[config.mk]
export PLATFORM = sky130hd
export DESIGN_NAME = ptw_irq_ctrl
export DESIGN_NICKNAME = d
export VERILOG_FILES = /design/src/ptw_pkg.sv /design/src/ptw_irq_ctrl.sv
export SDC_FILE = /design/constraint.sdc
export NUM_CORES = 1
export LEC_CHECK = 0
export BUFFER_PORTS_ARGS = -buffer_cell sky130_fd_sc_hd__buf_2
export CORE_MARGIN = 5
export CORE_UTILIZATION = 30
export CTS_CLUSTER_SIZE = 14
export DETAILED_ROUTE_END_ITERATION = 16
export HOLD_SLACK_MARGIN = 0.06
export SYNTH_ARGS = -nofsm -noshare
export SYNTH_HDL_FRONTEND = slang
export SYNTH_SLANG_ARGS = --single-unit
[constraint.sdc]
create_clock -name sysClk -period 2.72 [get_ports sysClk]
set_clock_uncertainty 0.15 [all_clocks]
set_input_delay 0.136 -clock sysClk [delete_from_list [all_inputs] [get_ports sysClk]]
set_output_delay 0.136 -clock sysClk [all_outputs]
set_load 0.03 [all_outputs]
[src/ptw_pkg.sv]
// Package of constants and carrier types for the trap and edge-wake logic
package ptw_pkg;

    // Register offsets (byte addresses)
    localparam logic [7:0] CTRL_OFS = 8'h00;
    localparam logic [7:0] WAKE_EN_OFS = 8'h04;
    localparam logic [7:0] WAKE_EDGE_OFS = 8'h08;
    localparam logic [7:0] WAKE_PEND_OFS = 8'h0c;
    localparam logic [7:0] STATUS_OFS = 8'h10;
    localparam logic [7:0] VECTOR_OFS = 8'h14;

    // Field positions
    localparam int CTRL_GIE_BIT = 0;
    localparam int CTRL_GROUP_BIT = 1;
    localparam int STAT_PORT_REQ_BIT = 0;
    localparam int STAT_BOOT_BIT = 1;
    localparam int STAT_LOST_BIT = 2;
    localparam int STAT_IRQ_BIT = 3;

    // Reset values
    localparam logic [1:0] CTRL_RST = 2'h0;
    localparam logic [7:0] WAKE_EN_RST = 8'h00;
    localparam logic [7:0] WAKE_EDGE_RST = 8'h00;
    localparam logic [7:0] WAKE_PEND_RST = 8'h00;

    // Core-side encodings
    localparam logic [7:0] TRAP_OPCODE = 8'h00;
    localparam logic [7:0] STACK_LIMIT = 8'h6f;
    localparam logic [14:0] OVERPOP_PC = 15'h7fff;
    localparam logic [14:0] FLASH_TOP = 15'h1fff;

    // Vector low bytes
    localparam logic [7:0] VEC_TRAP = 8'hfe;
    localparam logic [7:0] VEC_TOP_PERIPH = 8'hfa;
    localparam logic [7:0] VEC_PORT = 8'he2;
    localparam logic [7:0] VEC_DEFAULT = 8'he0;
    localparam int NUM_PERIPH = 12;
    localparam int NUM_LINES = 8;

    // Which routine the core is running
    typedef enum logic [1:0] {
        SVC_NONE = 2'b00,
        SVC_MASK = 2'b01,
        SVC_TRAP = 2'b10
    } ptw_svc_t;

    typedef struct packed {
        logic psel;
        logic penable;
        logic pwrite;
        logic [7:0] paddr;
        logic [31:0] pwdata;
    } ptw_apb_req_t;

    typedef struct packed {
        logic pready;
        logic pslverr;
        logic [31:0] prdata;
    } ptw_apb_rsp_t;

endpackage : ptw_pkg

[src/ptw_irq_ctrl.sv]
// Software-trap flag, vector arbitration and eight-line edge wake unit
`timescale 1ns/10ps
module ptw_irq_ctrl
    import ptw_pkg::*;
(
    // Clock and reset
    input wire logic sysClk,
    input wire logic resetn,
    // APB register port
    input wire ptw_apb_req_t apbReq,
    output ptw_apb_rsp_t apbRsp,
    // Instruction fetch
    input wire logic fetchLoad,
    input wire logic [14:0] fetchAddr,
    input wire logic [7:0] flashData,
    output logic instrValid,
    output logic [7:0] instrOut,
    // Stack pop check
    input wire logic stackPop,
    input wire logic [7:0] stackPopAddr,
    output logic pcLoad,
    output logic [14:0] pcLoadValue,
    // Trap entry
    output logic trapTaken,
    output logic [14:0] trapReturnAddr,
    // Core instruction events
    input wire logic clearPendingInstr,
    input wire logic vectorSelectInstr,
    input wire logic returnFromIrqInstr,
    input wire logic irqAccepted,
    output logic [7:0] vectorLow,
    output logic irqToCore,
    // Other maskable sources, bit 0 ranks 3, enable-qualified
    input wire logic [NUM_PERIPH-1:0] periphReq,
    // Boot ROM and low-power state
    input wire logic bootActive,
    input wire logic haltIdle,
    output logic wakeup,
    output logic wakeToIsr,
    // Port pins
    input wire logic [NUM_LINES-1:0] portPins
);

    ////////////////////////////////////////////////////////////////////
    logic trapPending;
    logic [1:0] ctrl;
    logic [7:0] wakeEn;
    logic [7:0] wakeEdge;
    logic [7:0] wakePend;
    logic lostInBoot;
    ptw_svc_t svc;
    logic [7:0] pinSync1, pinSync2, pinPrev, edgeHit;
    logic [7:0] next_vector;
    logic [7:0] fetchWord;
    logic global_irq_enable, groupEn, portReq, trapEvent;
    logic apbWrite, apbRead, addrHit;
    logic [31:0] rdMux;

    assign global_irq_enable = ctrl[CTRL_GIE_BIT];
    assign groupEn = ctrl[CTRL_GROUP_BIT];

    ////////////////////////////////////////////////////////////////////
    // APB slave: zero wait states, error on unmapped offsets
    assign apbWrite = apbReq.psel & apbReq.penable & apbReq.pwrite;
    assign apbRead = apbReq.psel & apbReq.penable & ~apbReq.pwrite;

    // The trap flag is deliberately left out of every readable word
    always_comb begin
        addrHit = 1'b1;
        rdMux = 32'h0000_0000;
        case (apbReq.paddr)
            CTRL_OFS: rdMux[1:0] = ctrl;
            WAKE_EN_OFS: rdMux[7:0] = wakeEn;
            WAKE_EDGE_OFS: rdMux[7:0] = wakeEdge;
            WAKE_PEND_OFS: rdMux[7:0] = wakePend;
            STATUS_OFS: begin
                rdMux[STAT_PORT_REQ_BIT] = portReq;
                rdMux[STAT_BOOT_BIT] = bootActive;
                rdMux[STAT_LOST_BIT] = lostInBoot;
                rdMux[STAT_IRQ_BIT] = irqToCore;
            end
            VECTOR_OFS: rdMux[7:0] = vectorLow;
            default: addrHit = 1'b0;
        endcase
    end

    assign apbRsp.pready = 1'b1;
    assign apbRsp.pslverr = apbReq.psel & apbReq.penable & ~addrHit;
    assign apbRsp.prdata = apbRead ? rdMux : 32'h0000_0000;

    always_ff @(posedge sysClk or negedge resetn) begin
        if (!resetn) begin
            ctrl <= CTRL_RST;
            wakeEn <= WAKE_EN_RST;
            wakeEdge <= WAKE_EDGE_RST;
        end else if (apbWrite) begin
            case (apbReq.paddr)
                CTRL_OFS: ctrl <= apbReq.pwdata[1:0];
                WAKE_EN_OFS: wakeEn <= apbReq.pwdata[7:0];
                WAKE_EDGE_OFS: wakeEdge <= apbReq.pwdata[7:0];
                default: ;
            endcase
        end
    end

    ////////////////////////////////////////////////////////////////////
    // Fetch path: empty flash and the overpop location read as zero
    always_comb begin
        fetchWord = flashData;
        if (fetchAddr > FLASH_TOP || fetchAddr == OVERPOP_PC) begin
            fetchWord = TRAP_OPCODE;
        end
    end

    assign trapEvent = fetchLoad & (fetchWord == TRAP_OPCODE);

    always_ff @(posedge sysClk or negedge resetn) begin
        if (!resetn) begin
            instrValid <= 1'b0;
            instrOut <= 8'h00;
            trapTaken <= 1'b0;
            trapReturnAddr <= 15'h0000;
        end else begin
            instrValid <= fetchLoad;
            trapTaken <= trapEvent;
            if (fetchLoad) begin
                instrOut <= fetchWord;
            end
            if (trapEvent) begin
                trapReturnAddr <= fetchAddr;
            end
        end
    end

    always_ff @(posedge sysClk or negedge resetn) begin
        if (!resetn) begin
            pcLoad <= 1'b0;
            pcLoadValue <= 15'h0000;
        end else begin
            pcLoad <= stackPop & (stackPopAddr > STACK_LIMIT);
            pcLoadValue <= OVERPOP_PC;
        end
    end

    ////////////////////////////////////////////////////////////////////
    // Trap pending flag: a new trap wins over a clear in the same cycle
    always_ff @(posedge sysClk or negedge resetn) begin
        if (!resetn) begin
            trapPending <= 1'b0;
        end else if (trapEvent) begin
            trapPending <= 1'b1;
        end else if (clearPendingInstr) begin
            trapPending <= 1'b0;
        end
    end

    // Routine in progress; trap entry may cut into any routine
    always_ff @(posedge sysClk or negedge resetn) begin
        if (!resetn) begin
            svc <= SVC_NONE;
        end else begin
            case (svc)
                SVC_NONE: begin
                    if (trapEvent) begin
                        svc <= SVC_TRAP;
                    end else if (irqAccepted) begin
                        svc <= SVC_MASK;
                    end
                end
                SVC_MASK: begin
                    if (trapEvent) begin
                        svc <= SVC_TRAP;
                    end else if (returnFromIrqInstr) begin
                        svc <= SVC_NONE;
                    end
                end
                SVC_TRAP: begin
                    if (returnFromIrqInstr && !trapPending) begin
                        svc <= SVC_NONE;
                    end
                end
                default: svc <= SVC_NONE;
            endcase
        end
    end

    ////////////////////////////////////////////////////////////////////
    // Port pins cross into the core clock through two flops
    always_ff @(posedge sysClk or negedge resetn) begin
        if (!resetn) begin
            pinSync1 <= 8'h00;
            pinSync2 <= 8'h00;
            pinPrev <= 8'h00;
        end else begin
            pinSync1 <= portPins;
            pinSync2 <= pinSync1;
            pinPrev <= pinSync2;
        end
    end

    // Edge select bit high picks falling edges
    assign edgeHit = (wakeEdge & pinPrev & ~pinSync2) |
        (~wakeEdge & ~pinPrev & pinSync2);

    // Pending bits clear on write-one; a same-cycle edge keeps its bit
    always_ff @(posedge sysClk or negedge resetn) begin
        if (!resetn) begin
            wakePend <= WAKE_PEND_RST;
        end else if (apbWrite && apbReq.paddr == WAKE_PEND_OFS) begin
            wakePend <= (wakePend & ~apbReq.pwdata[7:0]) | edgeHit;
        end else begin
            wakePend <= wakePend | edgeHit;
        end
    end

    // An edge on a line already held during boot is lost and sets lostInBoot
    always_ff @(posedge sysClk or negedge resetn) begin
        if (!resetn) begin
            lostInBoot <= 1'b0;
        end else if (bootActive && |(edgeHit & wakePend)) begin
            lostInBoot <= 1'b1;
        end else if (apbWrite && apbReq.paddr == STATUS_OFS &&
                apbReq.pwdata[STAT_LOST_BIT]) begin
            lostInBoot <= 1'b0;
        end
    end

    assign portReq = global_irq_enable & groupEn & |(wakeEn & wakePend);

    ////////////////////////////////////////////////////////////////////
    // Maskable request to the core
    always_comb begin
        irqToCore = 1'b0;
        if (global_irq_enable && !bootActive && !trapPending && svc == SVC_NONE) begin
            irqToCore = portReq | (|periphReq);
        end
    end

    // Wake from halt or idle, with or without the routine first
    always_ff @(posedge sysClk or negedge resetn) begin
        if (!resetn) begin
            wakeup <= 1'b0;
            wakeToIsr <= 1'b0;
        end else begin
            wakeup <= haltIdle & |(edgeHit & wakeEn);
            wakeToIsr <= haltIdle & |(edgeHit & wakeEn) & global_irq_enable & groupEn &
                ~bootActive;
        end
    end

    ////////////////////////////////////////////////////////////////////
    // Vector arbitration, lowest rank written first, last write wins
    always_comb begin
        next_vector = VEC_DEFAULT;
        if (portReq) begin
            next_vector = VEC_PORT;
        end
        // Walk upwards in rank so that bit 0 is written last and wins
        for (int i = NUM_PERIPH - 1; i >= 0; i--) begin
            if (periphReq[i]) begin
                next_vector = VEC_TOP_PERIPH - 8'(2 * i);
            end
        end
        if (trapPending || trapEvent) begin
            next_vector = VEC_TRAP;
        end
    end

    always_ff @(posedge sysClk or negedge resetn) begin
        if (!resetn) begin
            vectorLow <= VEC_DEFAULT;
        end else if (vectorSelectInstr) begin
            vectorLow <= next_vector;
        end
    end
endmodule : ptw_irq_ctrl

==> results.md, run 1 <==
- Power per unit of standard cell area: 556 nW/µm²
- Outcome: finished, final reports clean
- DR vias/cell: 4.76
- Number of max-slew violations in the final report: 0
- Clk sinks: 87
- Transition time at the pin with the least slew margin: 0.523 ns
- Tcrit/Tclk final: 96.5%
- Die footprint: 16400 µm²
- Met2 wire length: 5.78 mm
- Post-layout nets: 696
- Average wire length per cell after detail routing: 15.4 µm
- Cell type with the largest total area after synthesis: sky130_fd_sc_hd__dfrtp_1
- Maximum resistive drop on vdd: 0.000353 V
- Final count of hold timing violations: 0
- Number of port buffers: 132
- Global placer's final weighted congestion: 0.875
- Count of distinct cell types in the synthesized netlist: 49
- Hold Path Origin: periphReq[4]
- Number of enable-type register cells in the synthesized netlist: 0
- Overall via count from detail_route: 3701
- Antenna fix cells: 0
- Number of nets with antenna violations after detailed routing: 0
- Top area cells in the synthesized netlist: sky130_fd_sc_hd__dfrtp_1 52%, sky130_fd_sc_hd__buf_4 7.7%, sky130_fd_sc_hd__nand2_1 6.3%, sky130_fd_sc_hd__mux2_2 6.2%, sky130_fd_sc_hd__o21ai_0 2.2%
- Aggregate negative setup slack: 0 ns
- First-pass GRT wire length: 19.3 mm
- Cell leakage power: 2.71 nW
- Required time reported for the critical path endpoint: 2.43 ns
- Mapped Avg Cell Area: 10.3 µm²
- Ratio of cells with drive above 1 in the final layout: 31.8%
- Number of buffers on the longest clock path: 2
- Post-synthesis cell area: 4180 µm²
- RSZ-0062 raised after global routing: no
- Number of antenna violations at the first check in global routing: 0
- Die height: 128 µm
- Total iterations of the first detailed-routing run: 5
- Number of filler instances in the final layout: 1329
- Timing startpoint of the critical path: bootActive
- Power consumption: 3.23 mW
- Floorplan Core Area: 13800 µm²
- Clock latency of the later-clocked register in the worst-skew pair: 0.34 ns
- Endpoint kind of the worst setup timing path: primary output
- Gate count after technology mapping: 404
- Setup CP Type: in -> out
- Post-synth top flop: sky130_fd_sc_hd__dfrtp_1
- Vias in the first global route: 3811
- Area share of the largest cell type after synthesis: 52.1%
- Routed wl met3: 1.29 mm
- Data arrival time of the critical path: 2.34 ns
- Total I/O pin count: 190
- Minimum clock period: 2.63 ns
- Number of post-CTS setup repair buffers: 0
- Crit-path max FO: 3
- Headroom to the max-slew limit: 65.1%
- Worst min-delay path category: in -> reg
- CTS root buffer: sky130_fd_sc_hd__clkbuf_16
- Fmax: 381 MHz
- Number of core rows: 43
- Setup-violating endpoint count in the final report: 0
- Total wire length: 12.0 mm
- Clock transition at the register clock pins on the worst setup and hold paths after CTS: 0.06 ns
- Number of max-cap violations: 0
- Async set-or-reset flop fraction in the synthesized netlist: 100%
- Die width: 128 µm
- Starting Density: 30.4%
- Flip-flop and latch count after synthesis: 87
- WL met1: 4.71 mm
- Top metal layer carrying routed signals: met4
- Maximum number of pins on one net before global-route repair: 88
- Synth-to-Final Area Change: 39.2%
- Nature of the critical path startpoint: input port
- H-tree level count: 3
- Count of synthesis-stage warnings from yosys: 0
- Overall overflow remaining after global route: 0
- Startpoint of the lowest-slack register-to-register path: wakeEdge[1]
- Iter 0 DRT Violations: 278
- Post-detail-place hpwl: 8.17 mm
- Cts bufs inserted: 9
- Global routing usage summed across all routing layers: 14.8%
- Post-route DRC: 0
- Portion of the post-synthesis area used by sequential elements: 52.1%
- CTS tree: built
report_power, final:
part	switching (mW)	leakage, nW	internal [mW]
Combinational	0.338	1.51	0.198
Clock	0.518	0.145	0.764
Sequential	0.0498	1.05	1.37
sequential cells by signal, summed over array words and instances, names as in the netlist, 2 cells and up:
| signal | cells |
|---|---|
| pinSync1 | 8 |
| wakePend | 8 |
| svc | 2 |
| trapReturnAddr | 15 |
| pinSync2 | 8 |
| ctrl | 2 |
| vectorLow | 4 |
| instrOut | 8 |
| wakeEn | 8 |
| wakeEdge | 8 |
| pinPrev | 8 |
area by class of cell:
cell class	count	area [µm²]	share of cell area (%)
Sequential cell	87	2180	37.4
Multi-Input combinational cell	275	1670	28.6
Timing Repair Buffer	204	1380	23.7
Clock buffer	12	256	4.41
Tap cell	180	225	3.87
Inverter	15	60.1	1.03
Clock inverter	4	53.8	0.924
routing by layer:
layer	track usage, %	vias up
met2	24.5	204
met1	17.8	1763
met5	0	-
met3	5.79	16
met4	4.62	0
li1	-	1718
synthesized netlist by cell type (6+ instances only):
cell type                   n
sky130_fd_sc_hd__nor2_1    18
sky130_fd_sc_hd__a31oi_1    8
sky130_fd_sc_hd__dfrtp_1   87
sky130_fd_sc_hd__o21ai_0   18
sky130_fd_sc_hd__a22oi_1   11
sky130_fd_sc_hd__nand2b_1   8
sky130_fd_sc_hd__nand3_1   11
sky130_fd_sc_hd__mux2_2    23
sky130_fd_sc_hd__o22ai_1    6
sky130_fd_sc_hd__inv_1     15
sky130_fd_sc_hd__nand2_1   70
sky130_fd_sc_hd__a21o_1     8
sky130_fd_sc_hd__buf_4     43
sky130_fd_sc_hd__or4_1      6
sky130_fd_sc_hd__clkbuf_1   7
worst paths after layout:
| path | slack (ns) | depth (start not counted) | end |
|---|---|---|---|
| worst max-delay path | 0.09 | 8 | apbRsp[3] |
| worst min-delay path | 0.16 | 4 | vectorLow[3] |
| worst max register to register | 0.36 | 6 | wakeToIsr |
| worst min register to register | 0.20 | 0 | pinSync2[2] |
| max in group asynchronous | 1.82 | 3 | pinSync2[6] |
| min in group asynchronous | 0.20 | 3 | instrOut[7] |
worst max-delay path, stage by stage:
cell,delay [ns]
sky130_fd_sc_hd__dlygate4sd3_1,0.55
sky130_fd_sc_hd__buf_2,0.14
sky130_fd_sc_hd__nand2b_1,0.20
sky130_fd_sc_hd__or4_1,0.47
sky130_fd_sc_hd__a31oi_1,0.28
sky130_fd_sc_hd__nand3_1,0.11
sky130_fd_sc_hd__a31oi_1,0.20
sky130_fd_sc_hd__buf_2,0.24
logic make-up after synthesis:
logic type / share of synthesized area (%)
buffers and inverters: 10.7
and+or+nand+nor: 17.5
DFF: 52.1
other: 0.180
AOI/OAI and AO/OA: 12.6
muxes: 6.97
repair_timing:
action | in CTS | in global routing
endpoints found under the setup margin | 0 | 1
hold buffers | 66 | 0
hold endpoints to repair | 156 | 0
gates resized for setup | 0 | 3
cells in the final DEF, fill, tap and decap left out, types with 2 or more instances in the layout:
cell type,Yosys,layout
sky130_fd_sc_hd__buf_2,0,131
sky130_fd_sc_hd__dfrtp_1,87,87
sky130_fd_sc_hd__nand2_1,70,70
sky130_fd_sc_hd__dlygate4sd3_1,0,66
sky130_fd_sc_hd__conb_1,2,30
sky130_fd_sc_hd__mux2_2,23,23
sky130_fd_sc_hd__o21ai_0,18,18
sky130_fd_sc_hd__nor2_1,18,16
sky130_fd_sc_hd__inv_1,15,14
sky130_fd_sc_hd__nand3_1,11,11
sky130_fd_sc_hd__a22oi_1,11,11
sky130_fd_sc_hd__clkbuf_16,0,9
sky130_fd_sc_hd__nand2b_1,8,8
sky130_fd_sc_hd__a21o_1,8,8
sky130_fd_sc_hd__a31oi_1,8,8
sky130_fd_sc_hd__o22ai_1,6,6
sky130_fd_sc_hd__or4_1,6,6
sky130_fd_sc_hd__buf_4,43,6
sky130_fd_sc_hd__a22o_1,5,5
sky130_fd_sc_hd__a21oi_1,5,5
sky130_fd_sc_hd__nor3_1,4,4
sky130_fd_sc_hd__nor4_1,3,3
sky130_fd_sc_hd__clkinvlp_4,0,3
sky130_fd_sc_hd__or3b_2,3,3
sky130_fd_sc_hd__nor2b_1,3,3
sky130_fd_sc_hd__a211oi_1,3,3
sky130_fd_sc_hd__nor2_2,0,2
sky130_fd_sc_hd__and3_1,2,2
sky130_fd_sc_hd__nor3_4,2,2
sky130_fd_sc_hd__and2_1,2,2
sky130_fd_sc_hd__a222oi_1,2,2
sky130_fd_sc_hd__o31ai_1,2,2
sky130_fd_sc_hd__a221oi_1,2,2
sky130_fd_sc_hd__mux2_1,2,2
sky130_fd_sc_hd__nand4_1,2,2
sky130_fd_sc_hd__clkbuf_8,0,2
per-stage QoR:
stage | setup slack, ns | hold slack (ns) | std cells | area [µm²] | utilization [%]
final | 0.0939 | 0.164 | 777 | 5820 | 42.3
after global routing | 0.0195 | 0.184 | 777 | 5820 | 42.3
after CTS | 0.0715 | 0.123 | 777 | 5810 | 42.2
after detailed placement | 0.228 | 0.0676 | 695 | 4840 | 35.1
after global placement | 0.228 | 0.0628 | 695 | 4840 | 35.1
after floorplan | 0.296 | -0.310 | 432 | 4290 | -
No activity file was read; power rests on OpenSTA's default activity.
==> inputs of run 2 (changes only) <==
BUFFER_PORTS_ARGS = -buffer_cell sky130_fd_sc_hd__buf_4   (was -buffer_cell sky130_fd_sc_hd__buf_2)
CTS_BUF_LIST = sky130_fd_sc_hd__clkbuf_4 sky130_fd_sc_hd__clkbuf_8   (was unset)
==> results.md, run 2 (same netlist as run 1, synthesis figures left out) <==
- Outcome: finished, final reports clean
- RSZ-0062 raised after global routing: no
- Worst hold margin: 0.0874 ns
- Most flops, register: trapReturnAddr
- Antenna fix cells: 0
- Aggregate negative setup slack: 0 ns
- Final worst slack: 0.150 ns
- Die height: 128 µm
- Starting Density: 30.4%
- DR vias/cell: 4.73
- Flip-flop count of the largest register after layout: 15
- First-pass GRT wire length: 19.0 mm
- Clock transition at the register clock pins on the worst setup and hold paths after CTS: 0.08 ns
- Number of port buffers: 132
- Data arrival time of the critical path: 2.28 ns
- Endpoint kind of the worst setup timing path: primary output
- Slowest cell on crit path: sky130_fd_sc_hd__dlygate4sd3_1
- Average wire length per cell after detail routing: 15.2 µm
- Number of post-CTS setup repair buffers: 0
- Power per unit of standard cell area: 495 nW/µm²
- Cts bufs inserted: 9
- Total iterations of the first detailed-routing run: 6
- Crit-path max FO: 3
- Nature of the critical path startpoint: input port
- Worst-case setup slack after placement: 0.215 ns
- Setup CP Type: in -> out
- Hold Path Origin: periphReq[2]
- Number of buffers on the longest clock path: 2
- Transition time at the pin with the least slew margin: 0.510 ns
- Endpoint of the most critical register-to-register path: vectorLow[1]
- Final count of hold timing violations: 0
- Tcrit/Tclk final: 94.5%
- Global placer's final weighted congestion: 0.877
- Worst min-delay path category: in -> reg
- Total I/O pin count: 190
- Clk sinks: 87
- Iter 0 DRT Violations: 200
- CTS tree: built
- Reg-to-reg slack, setup: 0.39 ns
- Number of antenna violations at the first check in global routing: 0
- Clock network fraction of design power: 32.3%
- R2R depth: 6
- Maximum number of pins on one net before global-route repair: 88
- Overall via count from detail_route: 3629
- Worst-path cell chain: dlygate4sd3_1 > buf_4 > nand2b_1 > or4_1 > a31oi_1 > nand3_1 > a31oi_1 > buf_4
- Required time reported for the critical path endpoint: 2.43 ns
- Fmax: 389 MHz
- Post-layout nets: 687
- Maximum resistive drop on vdd: 0.000280 V
- Die footprint: 16400 µm²
- Number of core rows: 43
- Post-detail-place hpwl: 8.39 mm
- Post-route DRC: 0
- Clock latency of the later-clocked register in the worst-skew pair: 0.36 ns
- Number of max-cap violations: 0
- Internal Dissipation: 2.08 mW
- Net switching power of the design: 862 µW
- Fraction of power spent switching nets: 29.3%
- Commonest non-fill, non-tap cell in the layout: sky130_fd_sc_hd__buf_4
- Cell depth of the worst hold path: 4
- Ratio of cells with drive above 1 in the final layout: 32.3%
- Cell leakage power: 2.72 nW
- Number of nets with antenna violations after detailed routing: 0
- Reg power frac: 48.0%
- Total wire length: 11.7 mm
- Overall overflow remaining after global route: 0
- Hold Crit Endpoint: vectorLow[3]
- Minimum clock period: 2.57 ns
- Global routing usage summed across all routing layers: 14.5%
- Vias in the first global route: 3773
- Floorplan Core Area: 13800 µm²
- Most frequent cells in the layout: 137 x sky130_fd_sc_hd__buf_4, 87 x sky130_fd_sc_hd__dfrtp_1, 70 x sky130_fd_sc_hd__nand2_1
- Headroom to the max-slew limit: 65.7%
- Setup-violating endpoint count in the final report: 0
- Combinational Power Share: 19.7%
- CTS root buffer: sky130_fd_sc_hd__clkbuf_8
- Die width: 128 µm
- Synth-to-Final Area Change: 42.4%
- H-tree level count: 3
- Number of max-slew violations in the final report: 0
- Startpoint of the lowest-slack register-to-register path: wakeEn[2]
- Highest cell delay on the worst timing path: 0.55 ns
run 2: cell types whose count changed in the layout (fill, tap and decap cells not counted), moves of 2 or more:
cell                            delta
sky130_fd_sc_hd__clkbuf_4          +2
sky130_fd_sc_hd__buf_2           -131
sky130_fd_sc_hd__clkbuf_8          +8
sky130_fd_sc_hd__dlygate4sd3_1     -9
sky130_fd_sc_hd__buf_4           +131
sky130_fd_sc_hd__clkbuf_16         -9
run 2: repair_timing:
| action | in CTS | in global routing |
|---|---|---|
| endpoints found under the setup margin | 0 | 1 |
| hold buffers | 57 | 0 |
| resized for setup | 0 | 2 |
| hold endpoints to repair | 156 | 0 |
run 2: how the worst max path moves through the flow:
stage,start,to,slack (ns),cells after the start
2_1_floorplan,svc[0],apbRsp[3],0.30,4
3_3_place_gp,apbReq[32],apbRsp[3],0.27,7
3_5_place_dp,apbReq[32],apbRsp[1],0.22,7
4_1_cts,bootActive,apbRsp[3],0.13,8
5_1_grt,fetchAddr[13],vectorLow[4],0.04,8
6_report,bootActive,apbRsp[3],0.15,8
run 2: final cells by class:
cell class              instances  area (µm²)
clock inverters                 4        55.1
multi-input cells             275        1660
flip-flops and latches         87        2180
fillers                      1318        7820
clock buffers                  12         153
well taps                     180         225
inverters                      15        60.1
repair buffers                195        1620
run 2: through the flow:
| step | util [%] | cells | area (µm²) | total power [mW] |
|---|---|---|---|---|
| floorplan | - | 432 | 4290 | 1.75 |
| global placement | 37.5 | 695 | 5170 | 1.94 |
| detailed placement | 37.5 | 695 | 5170 | 1.95 |
| CTS | 43.2 | 768 | 5950 | 2.99 |
| global route | 43.2 | 768 | 5950 | 3.11 |
| finish | 43.2 | 768 | 5950 | 2.95 |
run 2: worst max-delay path: cells and delay by family:
kind                   cells  cell delay [ns]
AND/OR/NAND/NOR            3             0.75
buffers and inverters      3             0.91
AO/OA/AOI/OAI              2             0.49
run 2: per-layer routing:
metal | track usage [%] | wire length, µm | vias to the layer above
met5 | 0 | 0 | -
met4 | 4.37 | 255 | 0
met3 | 5.79 | 1290 | 23
met2 | 23.2 | 5450 | 193
met1 | 18.0 | 4710 | 1720
li1 | - | - | 1693
run 2: power by group through the flow:
| stage | Clock (mW) | Sequential [mW] | Combinational, mW |
|---|---|---|---|
| finish | 0.953 | 1.41 | 0.581 |
| CTS | 0.997 | 1.41 | 0.580 |
| global route | 1.05 | 1.43 | 0.630 |
| global placement | 0 | 1.44 | 0.507 |
| floorplan | 0 | 1.51 | 0.238 |
| detailed placement | 0 | 1.44 | 0.515 |
